### src/shared/vgs_pkg.sv
// constants of the general and sequencer register bank
// Function
// - clock-select 00/01 pick input zero/one; 10/11 pick user clock if config bit3=0
// - miscellaneous bit 1 zero blocks processor video memory access, one allows it
// - address-select bit picks 3Bx or 3Dx for timing ports and status one
// - status zero bit 7 shows retrace interrupt pending
// - status zero bit 4 returns monitor detect; host samples it in active video
// - status one bits 5:4 return attribute bit pair chosen by plane-enable code
// - status one bit 3 is one during vertical retrace
// - status one bit 0 is one while display is suppressed for retrace
// - feature bit 3 ORs vertical display enable into vertical sync output
// - host writes index 0 to 4; index selects sequencer data register
// - synchronous reset bit zero clears and halts sequencer synchronously
// - asynchronous reset bit zero halts at once; run only when both bits one
// - screen-off bit blanks picture while syncs keep running
// - clocking bit 4 one reloads serializers every fourth character clock
// - bit 4 zero reloads every character, or every other if bit 2 one
// - clocking bit 3 one divides pixel clock by two
// - character clock is nine pixels wide when bit 0 zero, eight when one
// - map-mask bits 3:0 each permit processor writes to planes 0 to 3
// - font map A code from bits 5,3,2; map B from bits 4,1,0
// - with extended memory, attribute bit 3 picks map A (one) or B (zero)
// - font plane 2 or 3 chosen by two vendor bits and attribute bit 4
// - font code 0..7 maps to 8 KiB blocks 1,3,5,7,2,4,6,8
// - extended-memory bit one means more than 64 KiB of video memory
package vgs_pkg;
    localparam logic [9:0] ADDR_MISC_WR   = 10'h3C2;
    localparam logic [9:0] ADDR_MISC_RD   = 10'h3CC;
    localparam logic [9:0] ADDR_STAT0     = 10'h3C2;
    localparam logic [9:0] ADDR_SEQ_IDX   = 10'h3C4;
    localparam logic [9:0] ADDR_SEQ_DATA  = 10'h3C5;
    localparam logic [9:0] ADDR_FEAT_RD   = 10'h3CA;
    localparam logic [9:0] ADDR_MONO_IDX  = 10'h3B4;
    localparam logic [9:0] ADDR_MONO_DATA = 10'h3B5;
    localparam logic [9:0] ADDR_MONO_STAT = 10'h3BA;
    localparam logic [9:0] ADDR_COLR_IDX  = 10'h3D4;
    localparam logic [9:0] ADDR_COLR_DATA = 10'h3D5;
    localparam logic [9:0] ADDR_COLR_STAT = 10'h3DA;

    localparam logic [2:0] IDX_RESET = 3'h0;
    localparam logic [2:0] IDX_CLOCK = 3'h1;
    localparam logic [2:0] IDX_MASK  = 3'h2;
    localparam logic [2:0] IDX_FONT  = 3'h3;
    localparam logic [2:0] IDX_MEM   = 3'h4;

    // writable bit masks; reserved bits are never stored and read zero
    localparam logic [7:0] MISC_WMASK  = 8'hEF;
    localparam logic [7:0] FEAT_WMASK  = 8'h08;
    localparam logic [7:0] RST_WMASK   = 8'h03;
    localparam logic [7:0] CLK_WMASK   = 8'h3D;
    localparam logic [7:0] MASK_WMASK  = 8'h0F;
    localparam logic [7:0] FONT_WMASK  = 8'h3F;
    localparam logic [7:0] IDX_WMASK   = 8'h07;

    localparam logic [7:0] MISC_RESET  = 8'h00;
    localparam logic [7:0] FEAT_RESET  = 8'h00;
    localparam logic [7:0] RST_RESET   = 8'h03;
    localparam logic [7:0] CLK_RESET   = 8'h00;
    localparam logic [7:0] MASK_RESET  = 8'h0F;
    localparam logic [7:0] FONT_RESET  = 8'h00;

    localparam int MISC_IOSEL = 0;
    localparam int MISC_VRAM  = 1;
    localparam int MISC_CS0   = 2;
    localparam int MISC_CS1   = 3;
    localparam int FEAT_VSYNC = 3;
    localparam int RST_ASYNC  = 0;
    localparam int RST_SYNC   = 1;
    localparam int CLK_DOT8   = 0;
    localparam int CLK_LOAD2  = 2;
    localparam int CLK_DIV2   = 3;
    localparam int CLK_LOAD4  = 4;
    localparam int CLK_SCROFF = 5;

    localparam logic [3:0] CHAR_LAST_9 = 4'h8;
    localparam logic [3:0] CHAR_LAST_8 = 4'h7;
    localparam logic [1:0] LOAD4_LAST  = 2'h3;

    typedef enum logic [1:0] {
        VGS_CLK_ZERO,
        VGS_CLK_ONE,
        VGS_CLK_USER,
        VGS_CLK_NONE
    } vgs_clk_src_t;
endpackage

### src/vgs_regs.sv
// general and sequencer register bank with character clock sequencer
`timescale 1ns/1ps
module vgs_regs
    import vgs_pkg::*;
(
    input  wire logic         sys_clk,
    input  wire logic         rst_n,
    input  wire logic         clk_en,
    input  wire logic [9:0]   io_addr,
    input  wire logic         io_rd,
    input  wire logic         io_wr,
    input  wire logic [7:0]   io_wdata,
    output logic [7:0]        io_rdata,
    output logic              io_hit,
    output logic              timing_unit_sel,
    input  wire logic         cfg_bit3,
    output vgs_clk_src_t      pixel_clock_source,
    output logic              cpu_vram_enable,
    input  wire logic         cpu_mem_write,
    output logic [3:0]        plane_write_enable,
    input  wire logic         retrace_irq_pending,
    input  wire logic         monitor_sense,
    input  wire logic [7:0]   pixel_attribute_bits,
    input  wire logic [1:0]   color_plane_select,
    input  wire logic         vert_retrace,
    input  wire logic         display_suppressed,
    input  wire logic         vsync_in,
    input  wire logic         vert_display_en,
    output logic              vsync_out,
    output logic              video_blank,
    input  wire logic         pixel_tick,
    output logic              sequencer_running,
    output logic              char_tick,
    output logic              shift_load,
    input  wire logic         ext_memory,
    input  wire logic         text_attr_bit3,
    input  wire logic         text_attr_bit4,
    input  wire logic         vendor_ext_bit2,
    input  wire logic         vendor_ext_bit5,
    output logic [2:0]        font_block,
    output logic              font_plane3
);
    logic [7:0] misc_q;
    logic [7:0] feat_q;
    logic [2:0] index_q;
    logic [7:0] rst_ctl_q;
    logic [7:0] clk_mode_q;
    logic [7:0] map_mask_q;
    logic [7:0] font_sel_q;
    logic [7:0] rdata_d;
    logic [7:0] rdata_q;
    logic       sense_meta_q;
    logic       sense_q;
    logic       dot_half_q;
    logic [3:0] pix_cnt_q;
    logic [1:0] char_cnt_q;
    logic       char_tick_q;
    logic       load_q;
    logic       vsync_q;
    logic       blank_q;
    logic [2:0] font_block_q;
    logic       plane3_q;

    logic       color_io;
    logic       hit_stat1;
    logic       hit_tu;
    logic       wr_misc;
    logic       wr_feat;
    logic       wr_idx;
    logic       wr_data;
    logic       run;
    logic       dot_en;
    logic [3:0] char_last;
    logic       char_end;
    logic       load_now;
    logic [1:0] diag;
    logic [2:0] map_a;
    logic [2:0] map_b;
    logic [2:0] map_code;

    // address decode
    assign color_io  = misc_q[MISC_IOSEL];
    assign hit_stat1 = color_io ? (io_addr == ADDR_COLR_STAT)
                                : (io_addr == ADDR_MONO_STAT);
    assign hit_tu    = color_io
                       ? (io_addr == ADDR_COLR_IDX || io_addr == ADDR_COLR_DATA)
                       : (io_addr == ADDR_MONO_IDX || io_addr == ADDR_MONO_DATA);
    assign timing_unit_sel = hit_tu && (io_rd || io_wr);

    assign wr_misc = clk_en && io_wr && io_addr == ADDR_MISC_WR;
    assign wr_feat = clk_en && io_wr && hit_stat1;
    assign wr_idx  = clk_en && io_wr && io_addr == ADDR_SEQ_IDX;
    assign wr_data = clk_en && io_wr && io_addr == ADDR_SEQ_DATA;

    always_comb begin
        io_hit = 1'b0;
        if (io_rd) begin
            io_hit = io_addr == ADDR_MISC_RD || io_addr == ADDR_STAT0 || hit_stat1
                     || io_addr == ADDR_FEAT_RD || io_addr == ADDR_SEQ_IDX
                     || io_addr == ADDR_SEQ_DATA;
        end else if (io_wr) begin
            io_hit = io_addr == ADDR_MISC_WR || hit_stat1 || io_addr == ADDR_SEQ_IDX
                     || io_addr == ADDR_SEQ_DATA;
        end
    end

    // general registers
    always_ff @(posedge sys_clk) begin
        if (!rst_n) begin
            misc_q <= MISC_RESET;
        end else if (wr_misc) begin
            misc_q <= io_wdata & MISC_WMASK;
        end
    end

    always_ff @(posedge sys_clk) begin
        if (!rst_n) begin
            feat_q <= FEAT_RESET;
        end else if (wr_feat) begin
            feat_q <= io_wdata & FEAT_WMASK;
        end
    end

    // sequencer index and indexed registers
    always_ff @(posedge sys_clk) begin
        if (!rst_n) begin
            index_q <= IDX_RESET;
        end else if (wr_idx) begin
            index_q <= io_wdata[2:0];
        end
    end

    // an index above the last register falls through: writes are dropped
    always_ff @(posedge sys_clk) begin
        if (!rst_n) begin
            rst_ctl_q  <= RST_RESET;
            clk_mode_q <= CLK_RESET;
            map_mask_q <= MASK_RESET;
            font_sel_q <= FONT_RESET;
        end else if (wr_data) begin
            unique case (index_q)
                IDX_RESET: rst_ctl_q  <= io_wdata & RST_WMASK;
                IDX_CLOCK: clk_mode_q <= io_wdata & CLK_WMASK;
                IDX_MASK:  map_mask_q <= io_wdata & MASK_WMASK;
                IDX_FONT:  font_sel_q <= io_wdata & FONT_WMASK;
                default:   ;
            endcase
        end
    end

    // monitor comparator is asynchronous to sys_clk
    always_ff @(posedge sys_clk) begin
        if (!rst_n) begin
            sense_meta_q <= 1'b0;
            sense_q      <= 1'b0;
        end else if (clk_en) begin
            sense_meta_q <= monitor_sense;
            sense_q      <= sense_meta_q;
        end
    end

    always_comb begin
        unique case (color_plane_select)
            2'b00:   diag = {pixel_attribute_bits[2], pixel_attribute_bits[0]};
            2'b01:   diag = {pixel_attribute_bits[5], pixel_attribute_bits[4]};
            2'b10:   diag = {pixel_attribute_bits[3], pixel_attribute_bits[1]};
            2'b11:   diag = {pixel_attribute_bits[7], pixel_attribute_bits[6]};
        endcase
    end

    // read mux; the memory mode register lives outside this bank
    always_comb begin
        rdata_d = 8'h00;
        if (io_addr == ADDR_MISC_RD) begin
            rdata_d = misc_q;
        end else if (io_addr == ADDR_STAT0) begin
            rdata_d = {retrace_irq_pending, 2'b00, sense_q, 4'h0};
        end else if (hit_stat1) begin
            rdata_d = {2'b00, diag, vert_retrace, 2'b00, display_suppressed};
        end else if (io_addr == ADDR_FEAT_RD) begin
            rdata_d = feat_q;
        end else if (io_addr == ADDR_SEQ_IDX) begin
            rdata_d = {5'h00, index_q};
        end else if (io_addr == ADDR_SEQ_DATA) begin
            unique case (index_q)
                IDX_RESET: rdata_d = rst_ctl_q;
                IDX_CLOCK: rdata_d = clk_mode_q;
                IDX_MASK:  rdata_d = map_mask_q;
                IDX_FONT:  rdata_d = font_sel_q;
                default:   rdata_d = 8'h00;
            endcase
        end
    end

    always_ff @(posedge sys_clk) begin
        if (!rst_n) begin
            rdata_q <= 8'h00;
        end else if (clk_en && io_rd) begin
            rdata_q <= rdata_d;
        end
    end
    assign io_rdata = rdata_q;

    // clock source and memory access control
    always_comb begin
        unique case ({misc_q[MISC_CS1], misc_q[MISC_CS0]})
            2'b00:   pixel_clock_source = VGS_CLK_ZERO;
            2'b01:   pixel_clock_source = VGS_CLK_ONE;
            2'b10:   pixel_clock_source = cfg_bit3 ? VGS_CLK_NONE : VGS_CLK_USER;
            2'b11:   pixel_clock_source = cfg_bit3 ? VGS_CLK_NONE : VGS_CLK_USER;
        endcase
    end

    assign cpu_vram_enable    = misc_q[MISC_VRAM];
    assign plane_write_enable = {4{cpu_mem_write && misc_q[MISC_VRAM]}}
                                & map_mask_q[3:0];

    // async reset bit gates the run level with no register in between
    assign run = rst_ctl_q[RST_SYNC] && rst_ctl_q[RST_ASYNC];
    assign sequencer_running = run;

    assign dot_en    = pixel_tick && (!clk_mode_q[CLK_DIV2] || dot_half_q);
    assign char_last = clk_mode_q[CLK_DOT8] ? CHAR_LAST_8 : CHAR_LAST_9;
    assign char_end  = dot_en && pix_cnt_q >= char_last;

    always_comb begin
        if (clk_mode_q[CLK_LOAD4]) begin
            load_now = char_cnt_q == LOAD4_LAST;
        end else if (clk_mode_q[CLK_LOAD2]) begin
            load_now = char_cnt_q[0];
        end else begin
            load_now = 1'b1;
        end
    end

    always_ff @(posedge sys_clk) begin
        if (!rst_n || !run) begin
            dot_half_q <= 1'b0;
        end else if (clk_en && pixel_tick) begin
            dot_half_q <= clk_mode_q[CLK_DIV2] ? !dot_half_q : 1'b0;
        end
    end

    always_ff @(posedge sys_clk) begin
        if (!rst_n || !run) begin
            pix_cnt_q  <= 4'h0;
            char_cnt_q <= 2'b00;
        end else if (clk_en && dot_en) begin
            if (char_end) begin
                pix_cnt_q  <= 4'h0;
                char_cnt_q <= char_cnt_q + 2'b01;
            end else begin
                pix_cnt_q <= pix_cnt_q + 4'h1;
            end
        end
    end

    always_ff @(posedge sys_clk) begin
        if (!rst_n || !run) begin
            char_tick_q <= 1'b0;
            load_q      <= 1'b0;
        end else if (clk_en) begin
            char_tick_q <= char_end;
            load_q      <= char_end && load_now;
        end
    end
    // asynchronous halt kills the strobes in the same cycle
    assign char_tick  = char_tick_q && rst_ctl_q[RST_ASYNC];
    assign shift_load = load_q && rst_ctl_q[RST_ASYNC];

    // sync and blank outputs
    always_ff @(posedge sys_clk) begin
        if (!rst_n) begin
            vsync_q <= 1'b0;
            blank_q <= 1'b1;
        end else if (clk_en) begin
            vsync_q <= feat_q[FEAT_VSYNC] ? (vsync_in || vert_display_en)
                                          : vsync_in;
            blank_q <= clk_mode_q[CLK_SCROFF] || display_suppressed;
        end
    end
    assign vsync_out   = vsync_q;
    assign video_blank = blank_q;

    // font map selection
    assign map_a    = {font_sel_q[5], font_sel_q[3], font_sel_q[2]};
    assign map_b    = {font_sel_q[4], font_sel_q[1], font_sel_q[0]};
    assign map_code = (ext_memory && !text_attr_bit3) ? map_b : map_a;

    always_ff @(posedge sys_clk) begin
        if (!rst_n) begin
            font_block_q <= 3'h0;
            plane3_q     <= 1'b0;
        end else if (clk_en) begin
            font_block_q <= {map_code[1:0], map_code[2]};
            plane3_q     <= vendor_ext_bit2
                            && (vendor_ext_bit5 ? text_attr_bit4 : 1'b1);
        end
    end
    assign font_block  = font_block_q;
    assign font_plane3 = plane3_q;
endmodule

### config.mk
export PLATFORM = sky130hd
export DESIGN_NAME = vgs_regs
export DESIGN_NICKNAME = d
export VERILOG_FILES = /design/src/shared/vgs_pkg.sv /design/src/vgs_regs.sv
export SDC_FILE = /design/constraint.sdc
export NUM_CORES = 1
export LEC_CHECK = 0
export ABC_CLOCK_PERIOD_IN_PS = 2120
export BUFFER_PORTS_ARGS = -buffer_cell sky130_fd_sc_hd__buf_4
export CAP_MARGIN = 40
export CORE_UTILIZATION = 53
export CTS_CLUSTER_DIAMETER = 120
export DETAILED_ROUTE_END_ITERATION = 10
export PLACE_DENSITY_LB_ADDON = 0.3
export SLEW_MARGIN = 30
export SYNTH_ARGS = -nofsm -noshare
export SYNTH_HDL_FRONTEND = slang
export SYNTH_SLANG_ARGS = --single-unit
### constraint.sdc
create_clock -name sys_clk -period 2.12 [get_ports sys_clk]
set_input_delay 0.424 -clock sys_clk [delete_from_list [all_inputs] [get_ports sys_clk]]
set_output_delay 0.424 -clock sys_clk [all_outputs]
set_load 0.05 [all_outputs]
## Word level (Yosys, flattened, before mapping)

Index checks and enable logic that the tools add are counted.

| word-level totals | value |
|---|---|
| RAM bits | 0 |
| output and inout port bits | 26 |
| memories | 0 |
| memory bits (read-only) | 0 |
| register bits after elaboration | 53 |
| word-level logic and storage cells | 113 |
| input port bits | 47 |
| bits in latches | 0 |

| operators by class | value |
|---|---|
| reduce and logical (&&, ||, !) cells | 47 |
| muxes and demuxes | 22 |
| equal/unequal tests | 21 |
| $lt $le $gt $ge | 1 |
| multipliers | 0 |
| bitwise logic cells | 1 |
| divide/modulo/power cells | 0 |
| shift-type cells | 0 |
| add/sub/neg operators | 2 |

Operators with widths:

| kind | number |
|---|---|
| == test 10 bit (second input constant) | 11 |
| two-way mux 6 bit | 4 |
| one-hot mux 6 bit (4 select lines) | 1 |
| logical AND 1 bit | 18 |
| two-way mux 8 bit | 2 |
| logical OR 1 bit | 15 |
| == test 2 bit (second input constant) | 5 |
| two-way mux 1 bit | 10 |
| AND reduction 2 bit | 5 |
| two-way mux 4 bit | 2 |
| one-hot mux 2 bit (4 select lines) | 1 |
| == test 3 x 2 -> 1 bit (second input constant) | 2 |
| one-hot mux 2 bit (3 select lines) | 1 |
| logical NOT 1 bit | 5 |
| adder 4 x 1 -> 4 bit (second input constant) | 1 |
| bitwise AND 4 bit | 1 |
| == test 2 x 1 -> 1 bit (second input constant) | 2 |
| greater-or-equal comparator 4 bit | 1 |
| logical NOT 2 bit | 2 |
| == test 3 x 1 -> 1 bit (second input constant) | 1 |
| logical NOT 3 bit | 1 |
| two-way mux 3 bit | 1 |
| adder 2 x 1 -> 2 bit (second input constant) | 1 |
| OR reduction 2 bit | 1 |

## Depth between registers and ports, before layout

Gate-level depths: netlist of the first run.

| depth | value |
|---|---|
| depth in word-level cells | 8 |
| depth in mapped cells | 7 |
| depth with buffers taken out | 7 |

## Worst setup path before layout of the first run

No wires, ideal clock.

| path | value |
|---|---|
| path type | input to output |
| start point | input io_addr[5] |
| end point | output timing_unit_sel |
| data required time | 1696 ps |
| setup slack | -612 ps |
| stages | 3 |
| buffers on the path | 0 |
| arrival time | 2308 ps |
| cell sequence | and3b_1 > o211ai_1 > nor4_1 |

| on the way | value |
|---|---|
| cells in the longest elaborated chain, start to end | 4 |
| elaborated cells on any way between the ends | 8 |
| classes of those cells | eq/ne (4); mux (1); reduce/logical (3) |

Ends and longest elaborated chain:

| item | line | text |
|---|---|---|
| start: declaration | vgs_regs.sv:9 | `input wire logic [9:0] io_addr,` |
| == test 10 bit (on tied branches) | vgs_regs.sv:87, vgs_regs.sv:86 |  |
| logical OR 1 bit (on tied branches) | vgs_regs.sv:87, vgs_regs.sv:86 |  |
| two-way mux 1 bit (*) | vgs_regs.sv:86 | `? (io_addr == ADDR_COLR_IDX \|\| io_addr == ADDR_COLR_DATA)` |
| logical AND 1 bit (*) | vgs_regs.sv:88 | `assign timing_unit_sel = hit_tu && (io_rd \|\| io_wr);` |
| end: declaration | vgs_regs.sv:15 | `output logic timing_unit_sel,` |

Mark *: on every way between the ends. The rest lies on a longest branch, timed or not.

## Worst setup path in the final report of the first run

| path | value |
|---|---|
| start point | register misc_q[0] |
| end point | output io_hit |

| on the way | value |
|---|---|
| cells in the longest elaborated chain, start to end | 6 |
| elaborated cells on any way between the ends | 10 |
| classes of those cells | mux (3); reduce/logical (7) |

Ends and longest elaborated chain:

| item | line | text |
|---|---|---|
| start: declaration | vgs_regs.sv:43 | `logic [7:0] misc_q;` |
| start signal: assignment | vgs_regs.sv:112 | `misc_q <= io_wdata & MISC_WMASK;` |
| two-way mux 1 bit (*) | vgs_regs.sv:83 | `assign hit_stat1 = color_io ? (io_addr == ADDR_COLR_STAT)` |
| logical OR 1 bit (on tied branches) | vgs_regs.sv:102, vgs_regs.sv:98 |  |
| logical OR 1 bit (on tied branches) | vgs_regs.sv:102, vgs_regs.sv:99 |  |
| logical OR 1 bit (on tied branches) | vgs_regs.sv:103, vgs_regs.sv:99 |  |
| two-way mux 1 bit or logical OR 1 bit (tied branches) | vgs_regs.sv:101, vgs_regs.sv:100 |  |
| two-way mux 1 bit (*) | vgs_regs.sv:97 | `if (io_rd) begin` |
| end: declaration | vgs_regs.sv:14 | `output logic io_hit,` |

Marks and branches as above.

==> results of run 1 <==
-- power breakdown --
group | total, mW | switching [mW] | internal, mW
combinational | 0.254 | 0.138 | 0.115
sequential | 1.02 | 0.00936 | 1.01
clock | 0.691 | 0.336 | 0.355
-- routing by layer --
metal | wire (um) | GRT usage | part of all wire | up-vias
met5 | 0 | 0 | 0 | -
met4 | 166 | 0.1027 | 0.022 | 0
met3 | 501 | 0.07859 | 0.066 | 17
met2 | 3509 | 0.4475 | 0.46 | 128
met1 | 3425 | 0.3633 | 0.45 | 1263
li1 | - | - | - | 1266
-- area by class of cell --
type / instances / area (sq um)
flip-flops and latches: 53 / 1065
multi-input cells: 230 / 1642
inverters: 9 / 33.78
fillers: 368 / 1221
clock inverters: 2 / 38.79
well taps: 67 / 83.83
repair buffers: 92 / 723.2
clock buffers: 6 / 72.57
-- final timing paths --
kind	startpoint	end	slack, ns
min reg2reg	dot_half_q	dot_half_q	0.48
max	misc_q[0]	io_hit	-0.004
min	io_wdata[6]	misc_q[6]	0.36
max reg2reg	misc_q[0]	io_rdata[3]	0.18
-- layout by cell type, fill, tap and decap left out, drive strengths merged, types with 2 or more instances in the layout --
cell type	instances
a211oi	2
a21boi	3
a21o	2
a21oi	18
a221oi	3
and2	4
and3	5
and3b	2
buf	92
clkbuf	6
dfxtp	53
ha	6
inv	9
mux2	3
mux2i	35
mux4	2
nand2	28
nand2b	5
nand3	12
nand4	3
nand4b	3
nor2	14
nor2b	28
nor3	6
nor3b	3
nor4	3
o211a	3
o211ai	3
o21ai	15
o31ai	2
or3	2
xor2	2
-- registers in the layout (all words and copies together) (netlist names) --
signal / flops
misc_q: 7
char_cnt_q: 2
dot_half_q: 1
vsync_out: 1
sense_meta_q: 1
io_rdata: 8
font_block: 3
rst_ctl_q: 2
index_q: 3
clk_mode_q: 5
pix_cnt_q: 4
load_q: 1
video_blank: 1
font_sel_q: 6
sense_q: 1
map_mask_q: 4
font_plane3: 1
char_tick_q: 1
feat_q: 1
-- cells by family (layout without fill, tap and decap cells) --
kind of cell / Yosys count / in the layout / share of synthesized area
adder cells (fa/ha/maj): 6 / 6 / 0.02711
multiplexers: 40 / 40 / 0.1550
XOR/XNOR: 2 / 2 / 0.006327
AND/OR/NAND/NOR: 120 / 120 / 0.2490
flip-flops: 53 / 53 / 0.3832
buffers and inverters: 23 / 109 / 0.03298
AO/OA/AOI/OAI: 62 / 62 / 0.1464
-- repair_timing --
action | CTS | global route
pin swaps | 2 | 7
buffers inserted | 1 | 3
endpoints found under the hold margin | 0 | 0
gates resized for setup | 2 | 5
endpoints found under the setup margin | 2 | 2
-- per-stage QoR --
| stage | setup TNS (ns) | hold WS (ns) | worst slack (ns) | util |
|---|---|---|---|---|
| after global placement | 0 | 0.4536 | 0.02658 | 0.7164 |
| after CTS | 0 | 0.3630 | 0.001862 | 0.7418 |
| after global routing | -0.04714 | 0.3699 | -0.04714 | 0.7497 |
| final | -0.003754 | 0.3599 | -0.003754 | 0.7497 |
| after floorplan | 0 | 0.4452 | 0.005961 | - |
| after detailed placement | -0.01743 | 0.4674 | -0.01098 | 0.7164 |
-- worst min-delay path, cell delays in order --
cell and delay, ns:
buf_4 0.08, mux2i_1 0.06, nor2b_1 0.09
==> impl_metrics.py, run 1 <==
metrics = {
    "worst_setup_path": {
        "max_stage_delay_ns": 0.36,
        "cp_cell_sequence": "and3b_1, o211ai_1, nor2_2, o31ai_1, nand2_1, buf_6",
        "path_depth": 6,
        "start_kind": "flip-flop",
        "critPathBufInv": 1,
        "cp-end-kind": "output pin",
        "reg2reg_depth": 8,
        "critPathSlowestCell": "dfxtp_4",
        "crit_arrival_ns": 1.70,
        "cp_max_fo": 3,
        "critPathRequiredTime_ns": 1.70,
        "critPathKind": "flip-flop to output pin",
        "critical-path-top-delay-family": "compound AO/OA/AOI/OAI gates",
    },
    "yosys": {
        "yosysTopAreaCell": "dfxtp_1",
        "synth_edf_count": 0,
        "synthFlopType": "dfxtp_1",
        "synth_top_area_share": 0.3832,
        "ys_seq_area_frac": 0.3832,
        "synthTopCellsByCount": "dfxtp_1, mux2i_1, nand2_1, nor2b_1, a21oi_1",
        "syn_inst": 306,
        "yosysMostFrequentCell": "dfxtp_1",
        "synthTopCellsByArea": "dfxtp_1, mux2i_1, nor2b_1, nand2_1, a21oi_1",
        "synth-seq-cells": 53,
        "synth-warning-count": 0,
        "syn_area_sq_um": 2769,
        "yosysUniqueCellTypes": 50,
        "syn_avg_cell_area_sq_um": 9.049,
        "synth_fp_nets": 359,
        "async_flop_share": 0,
    },
    "layout": {
        "diodes": 0,
        "area_growth_pct": 32.13,
        "drive_above_1_share": 0.2934,
        "nets": 444,
        "layoutNonFillerInstCount": 459,
        "finalInstanceArea_sq_um": 3659,
    },
    "global_routing": {
        "grt_first_pass_wirelength_um": 11480,
        "first_global_vias": 2421,
        "grt_use_total": 0.2804,
        "grt_overflow": 0,
        "antenna_found_initial": 0,
        "grt_max_degree": 47,
    },
    "timing": {
        "setup_slack_ns": -0.003754,
        "slew_headroom": 0.7204,
        "drv_slew": 0,
        "setup_viol": 1,
        "fin_skew_ns": 0.01348,
        "rsz0062_at_grt": "true",
        "hold_viol": 0,
        "worstMarginPinSlew_ns": 0.4176,
        "min_period_ns": 2.124,
        "period_share": 1.002,
        "fmax_ghz": 0.4709,
    },
    "route": {
        "vias": 2674,
        "post-route-drc-count": 0,
        "routedWlPerCell_um": 16.57,
        "viasPerCell": 5.826,
        "drtIter0Drc": 329,
        "first_pass_iters": 5,
        "routed_wl_um": 7604,
        "drtAntennaViolNets": 0,
    },
    "clocking": {
        "hold_buffers": 0,
        "cts_made_buffers": 5,
        "cts.clk_slew.worst_paths_ns": 0.10,
        "cts_root_buffer": "clkbuf_8",
        "cts_buffer_depth": 2,
        "ctsHtreeMaxLevel": 2,
        "cts_tree": "done",
        "clk_latency_ns": 0.32,
        "clock_sinks": 53,
    },
    "floorplanning": {
        "start_util": 0.5674,
        "die_w_um": 74.28,
        "die_height_um": 74.28,
        "core_area_sq_um": 4880,
        "io_pins": 73,
        "dieArea_sq_um": 5518,
        "rows": 25,
    },
    "pwr": {
        "p_leak_nw": 1.531,
        "power.density_nw_per_um2": 536.5,
        "peakVddDrop_mv": 0.4512,
        "total_power_mw": 1.963,
    },
    "placed_design": {
        "io_buffers": 72,
        "place_area_sq_um": 3496,
        "dp.cells": 447,
        "hpwl_um": 5432,
        "gp_congestion": 0.9309,
    },
    "min_path": {
        "hold_path.class": "input port to flip-flop",
        "min_delay_path_depth": 3,
    },
    "status": {
        "violations": "negative setup slack",
        "outcome": "complete, but fails checks",
    },
    "job": {
        "max-cap-violations": 0,
    },
}
(Power assumes the default switching activity.)
==> run 2, diff against run 1 <==
Settings changed: CORE_UTILIZATION 53 to 45.
==> run 2 against run 1 <==
  * Non-clock buffer count grew 1
  * The flow now finishes without violations
  * Fmax grew 1.2%
  * Clock-buffer cell count rose by 1
  * Utilization is 13 points lower
  * Global-route usage decreased by 5.1 points
  * Largest cell class unchanged
  * Combinational power hardly changed
  * Critical path depth unchanged
  * Register-to-register slack better by 0.12 ns
  * Sequential share of layout area up 0.051 points
==> impl_metrics.py, run 2 (same netlist as run 1, synthesis figures left out) <==
metrics = {
    "layout": {
        "final_common_cell": "buf_4",
        "fillers": 524,
        "layout_common_cells": "buf_4, dfxtp_1, mux2i_1, nand2_1, nor2b_1",
        "diodes": 0,
        "finalInstanceArea_sq_um": 3643,
        "final_core_util": 0.6154,
        "area_growth_pct": 31.59,
        "largest_register_ffs": 8,
        "nets": 445,
        "layoutNonFillerInstCount": 467,
        "drive_above_1_share": 0.2959,
    },
    "placed_design": {
        "hpwl_um": 5194,
        "io_buffers": 72,
        "gp_congestion": 0.9479,
        "place_area_sq_um": 3516,
        "dp.cells": 458,
    },
    "global_routing": {
        "grt_max_degree": 47,
        "grt_first_pass_wirelength_um": 11450,
        "grt_overflow": 0,
        "antenna_found_initial": 0,
        "first_global_vias": 2488,
        "grt_use_total": 0.2293,
    },
    "pwr": {
        "combPwrFrac": 0.139,
        "p_switching_mw": 0.4475,
        "power.density_nw_per_um2": 503.4,
        "pwr-share-seq": 0.556,
        "p_clk_frac": 0.306,
        "p_leak_nw": 1.514,
        "total_power_mw": 1.834,
        "peakVddDrop_mv": 0.4326,
        "internal_power_mw": 1.387,
        "switching_share": 0.2439,
    },
    "floorplanning": {
        "start_util": 0.4677,
        "core_area_sq_um": 5921,
        "die_w_um": 80.44,
        "io_pins": 73,
        "die_height_um": 80.44,
        "rows": 28,
        "dieArea_sq_um": 6471,
    },
    "worst_setup_path": {
        "crit_arrival_ns": 1.67,
        "reg2reg_to": "pix_cnt_q[3]",
        "critPathKind": "flip-flop to output pin",
        "cp-end-kind": "output pin",
        "cp_max_fo": 4,
        "start_kind": "flip-flop",
        "ff2ff_setup_slack_ns": 0.30,
        "reg2reg_depth": 7,
        "critPathRequiredTime_ns": 1.70,
        "r2r_start": "pix_cnt_q[0]",
    },
    "job": {
        "max-cap-violations": 0,
    },
    "route": {
        "post-route-drc-count": 0,
        "drtIter0Drc": 108,
        "vias": 2595,
        "routed_wl_um": 6968,
        "viasPerCell": 5.557,
        "routedWlPerCell_um": 14.92,
        "drtAntennaViolNets": 0,
        "first_pass_iters": 4,
    },
    "clocking": {
        "cts.clk_slew.worst_paths_ns": 0.08,
        "cts_buffer_depth": 2,
        "clk_latency_ns": 0.30,
        "ctsHtreeMaxLevel": 2,
        "cts_tree": "done",
        "cts_made_buffers": 5,
        "cts_root_buffer": "clkbuf_8",
        "clock_sinks": 53,
    },
    "timing": {
        "worstMarginPinSlew_ns": 0.4626,
        "slew_headroom": 0.6911,
        "drv_slew": 0,
        "rsz0062_at_grt": "true",
        "fmax_ghz": 0.4766,
        "period_share": 0.9898,
        "min_period_ns": 2.098,
        "hold_viol": 0,
        "fin_skew_ns": 0.005555,
        "final.setup.tns_ns": 0,
        "setup_viol": 0,
    },
    "min_path": {
        "worst_hold_path.endpoint": "vsync_out",
        "hp-start": "vsync_in",
        "min_delay_path_depth": 3,
        "hold_path.class": "input port to flip-flop",
    },
    "status": {
        "outcome": "complete, no violations",
    },
}
-- run 2: layout make-up --
class	instances	area, sq um	share of cell area
multi-input cells	230	1649	0.4526
well taps	75	93.84	0.02576
inverters	9	33.78	0.009272
flip-flops and latches	53	1062	0.2916
clock buffers	7	86.33	0.02370
repair buffers	93	718.2	0.1971
-- run 2: critical path: stages, from the launching register on --
cell	delay (ns)
dfxtp_2	0.35
and3b_1	0.16
o211ai_1	0.29
nor2_2	0.11
o31ai_2	0.22
nand2_1	0.09
buf_6	0.16
-- run 2: power by group through the flow --
stage	Clock [mW]	Sequential (mW)	Combinational (mW)
floorplan	0	1.08	0.0875
global placement	0	1.04	0.246
detailed placement	0	1.04	0.251
CTS	0.577	1.02	0.252
global route	0.626	1.02	0.273
finish	0.560	1.02	0.255
-- run 2: worst max path at each step --
stage	start	endpoint	slack, ns	cells after the start
3_5_place_dp	io_addr[6]	io_hit	0.06	7
4_1_cts	misc_q[0]	io_hit	0.01	6
3_3_place_gp	io_addr[6]	io_hit	0.07	7
5_1_grt	misc_q[0]	io_hit	-0.08	6
2_1_floorplan	io_addr[4]	io_hit	0.006	6
6_report	misc_q[0]	io_hit	0.02	6
-- run 2: what timing repair did --
item | CTS | global route
resized for setup | 4 | 3
hold buffers | 0 | 0
pin swaps | 4 | 4
gates cloned | 0 | 0
setup buffers | 0 | 2
endpoints found under the setup margin | 1 | 2
-- run 2: metal layers --
| metal | vias to the layer above | track usage | share of wire |
|---|---|---|---|
| met5 | - | 0 | 0 |
| met4 | 0 | 0.08750 | 0.021 |
| met3 | 15 | 0.03864 | 0.056 |
| met2 | 82 | 0.3746 | 0.47 |
| met1 | 1229 | 0.2999 | 0.46 |
| li1 | 1269 | - | - |
-- run 2: stage by stage --
step,hold slack (ns),setup WS (ns)
3_5_place_dp,0.4576,0.06232
6_report,0.3842,0.02159
5_1_grt,0.3910,-0.08143
4_1_cts,0.3753,0.01481
3_3_place_gp,0.4521,0.07490
2_1_floorplan,0.4452,0.005961
==> run 3, diff against run 2 <==
Settings changed: CORE_UTILIZATION 45 to 35, PLACE_DENSITY set to 0.67, PLACE_DENSITY_LB_ADDON 0.3 to not set, RECOVER_POWER set to 50.
==> run 3 against run 2 <==
  * The run now ends with negative setup slack left
  * Sequential share of layout area grew 0.77 points
  * Worst setup slack worse by 0.031 ns
  * Die area is 28% higher
  * Combinational power is 6% lower
  * Critical endpoint unchanged
==> impl_metrics.py, run 3 (same netlist as run 1, synthesis figures left out) <==
metrics = {
    "status": {
        "outcome": "complete, but fails checks",
        "violations": "negative setup slack",
    },
    "floorplanning": {
        "start_util": 0.3602,
        "die_height_um": 90.95,
        "core_area_sq_um": 7687,
        "die_w_um": 90.95,
        "rows": 32,
        "io_pins": 73,
        "dieArea_sq_um": 8271,
    },
    "clocking": {
        "cts.clk_slew.worst_paths_ns": 0.10,
        "cts_tree": "done",
        "cts_buffer_depth": 2,
        "hold_buffers": 0,
        "cts_made_buffers": 5,
        "ctsHtreeMaxLevel": 2,
        "clk_latency_ns": 0.31,
        "cts_root_buffer": "clkbuf_8",
        "clock_sinks": 53,
    },
    "worst_setup_path": {
        "cp-end-kind": "output pin",
        "crit_arrival_ns": 1.71,
        "max_stage_delay_ns": 0.37,
        "critPathSlowestCell": "dfxtp_4",
        "start_kind": "flip-flop",
        "cp_max_fo": 4,
        "critPathRequiredTime_ns": 1.70,
        "critPathKind": "flip-flop to output pin",
        "cp_cell_sequence": "and3b_1, o211ai_1, nor2_2, o31ai_2, nand2_1, buf_6",
    },
    "timing": {
        "fin_skew_ns": 0.005294,
        "hold_viol": 0,
        "slew_headroom": 0.4048,
        "period_share": 1.004,
        "setup_slack_ns": -0.009323,
        "hold_slack_ns": 0.3668,
        "rsz0062_at_grt": "true",
        "fmax_ghz": 0.4696,
        "worstMarginPinSlew_ns": 0.8928,
        "setup_viol": 1,
        "drv_slew": 0,
        "min_period_ns": 2.129,
    },
    "placed_design": {
        "gp_congestion": 0.8421,
        "io_buffers": 72,
        "hpwl_um": 5436,
        "pre_cts_ws_ns": 0.06212,
        "dp.cells": 482,
    },
    "layout": {
        "largest_register_ffs": 8,
        "diodes": 0,
        "final_common_cell": "buf_4",
        "drive_above_1_share": 0.2205,
        "layout_common_cells": "buf_4, dfxtp_1, mux2i_1, clkbuf_1",
        "layoutNonFillerInstCount": 492,
        "multi_input_area_sq_um": 1649,
        "fillers": 807,
        "regArea_sq_um": 1065,
        "area_growth_pct": 28.51,
        "nets": 442,
    },
    "route": {
        "vias": 2511,
        "routed_wl_um": 7292,
        "viasPerCell": 5.104,
        "post-route-drc-count": 0,
        "drtAntennaViolNets": 0,
        "drtIter0Drc": 78,
        "routedWlPerCell_um": 14.82,
        "first_pass_iters": 4,
    },
    "job": {
        "max-cap-violations": 0,
    },
    "global_routing": {
        "first_global_vias": 2498,
        "grt_first_pass_wirelength_um": 11980,
        "grt_overflow": 0,
        "grt_use_total": 0.1824,
        "grt_max_degree": 47,
        "antenna_found_initial": 0,
    },
    "min_path": {
        "hold_path.class": "input port to flip-flop",
    },
    "pwr": {
        "total_power_mw": 1.871,
        "peakVddDrop_mv": 0.2496,
        "power.density_nw_per_um2": 525.9,
        "p_leak_nw": 1.389,
    },
}
==> run 3: cell types whose count changed in the layout (fill, tap and decap cells not counted), sizes merged <==
cell	delta
clkinv	+2
buf	-32
clkbuf	+28
==> run 3: layout make-up <==
| type | instances | area share |
|---|---|---|
| tap | 102 | 0.03586 |
| inverter | 9 | 0.009494 |
| clock buffer | 6 | 0.02321 |
| sequential | 53 | 0.2992 |
| multi-input combinational | 230 | 0.4634 |
| timing repair buffer | 90 | 0.1649 |
| clock inverter | 2 | 0.003868 |
==> run 3: final timing paths <==
check / endpoint / slack (ns) / depth (start not counted) / startpoint
worst min register to register: io_rdata[7] / 0.47 / 2 / io_rdata[7]
worst max-delay path: io_hit / -0.009 / 6 / misc_q[0]
worst min-delay path: sense_meta_q / 0.37 / 3 / monitor_sense
worst max register to register: io_rdata[3] / 0.28 / 7 / misc_q[0]
==> run 3: critical path: cells and delay by family (launching register included) <==
| family | cells | cell delay [ns] |
|---|---|---|
| buffers and inverters | 1 | 0.16 |
| flip-flops | 1 | 0.37 |
| AND/OR/NAND/NOR | 3 | 0.35 |
| AO/OA/AOI/OAI | 2 | 0.51 |
==> run 3: layer usage <==
metal  global-route usage  up-vias  part of all wire
li1                     -     1267                 -
met1               0.2355     1166              0.46
met2               0.3100       72              0.48
met3              0.03434        6             0.050
met4              0.05159        0             0.011
met5                    0        -                 0
==> run 3: repair_timing <==
item                       4_1_cts  5_1_grt
setup endpoints to repair        2        2
setup buffers                    0        2
gates resized for setup          5        3
cloned                           0        0
pin swaps                        3        7
==> run 3: through the flow <==
stage	cell area (sq um)	util	setup TNS, ns
after floorplan	2784	-	0
after global placement	3527	0.4588	0
after detailed placement	3527	0.4588	0
after CTS	3640	0.4735	0
after global routing	3558	0.4629	-0.2048
final	3558	0.4629	-0.009323
==> run 3: power breakdown <==
group          switching, mW  internal (mW)
logic                  0.135          0.105
registers            0.00899           1.01
clock network          0.348          0.266
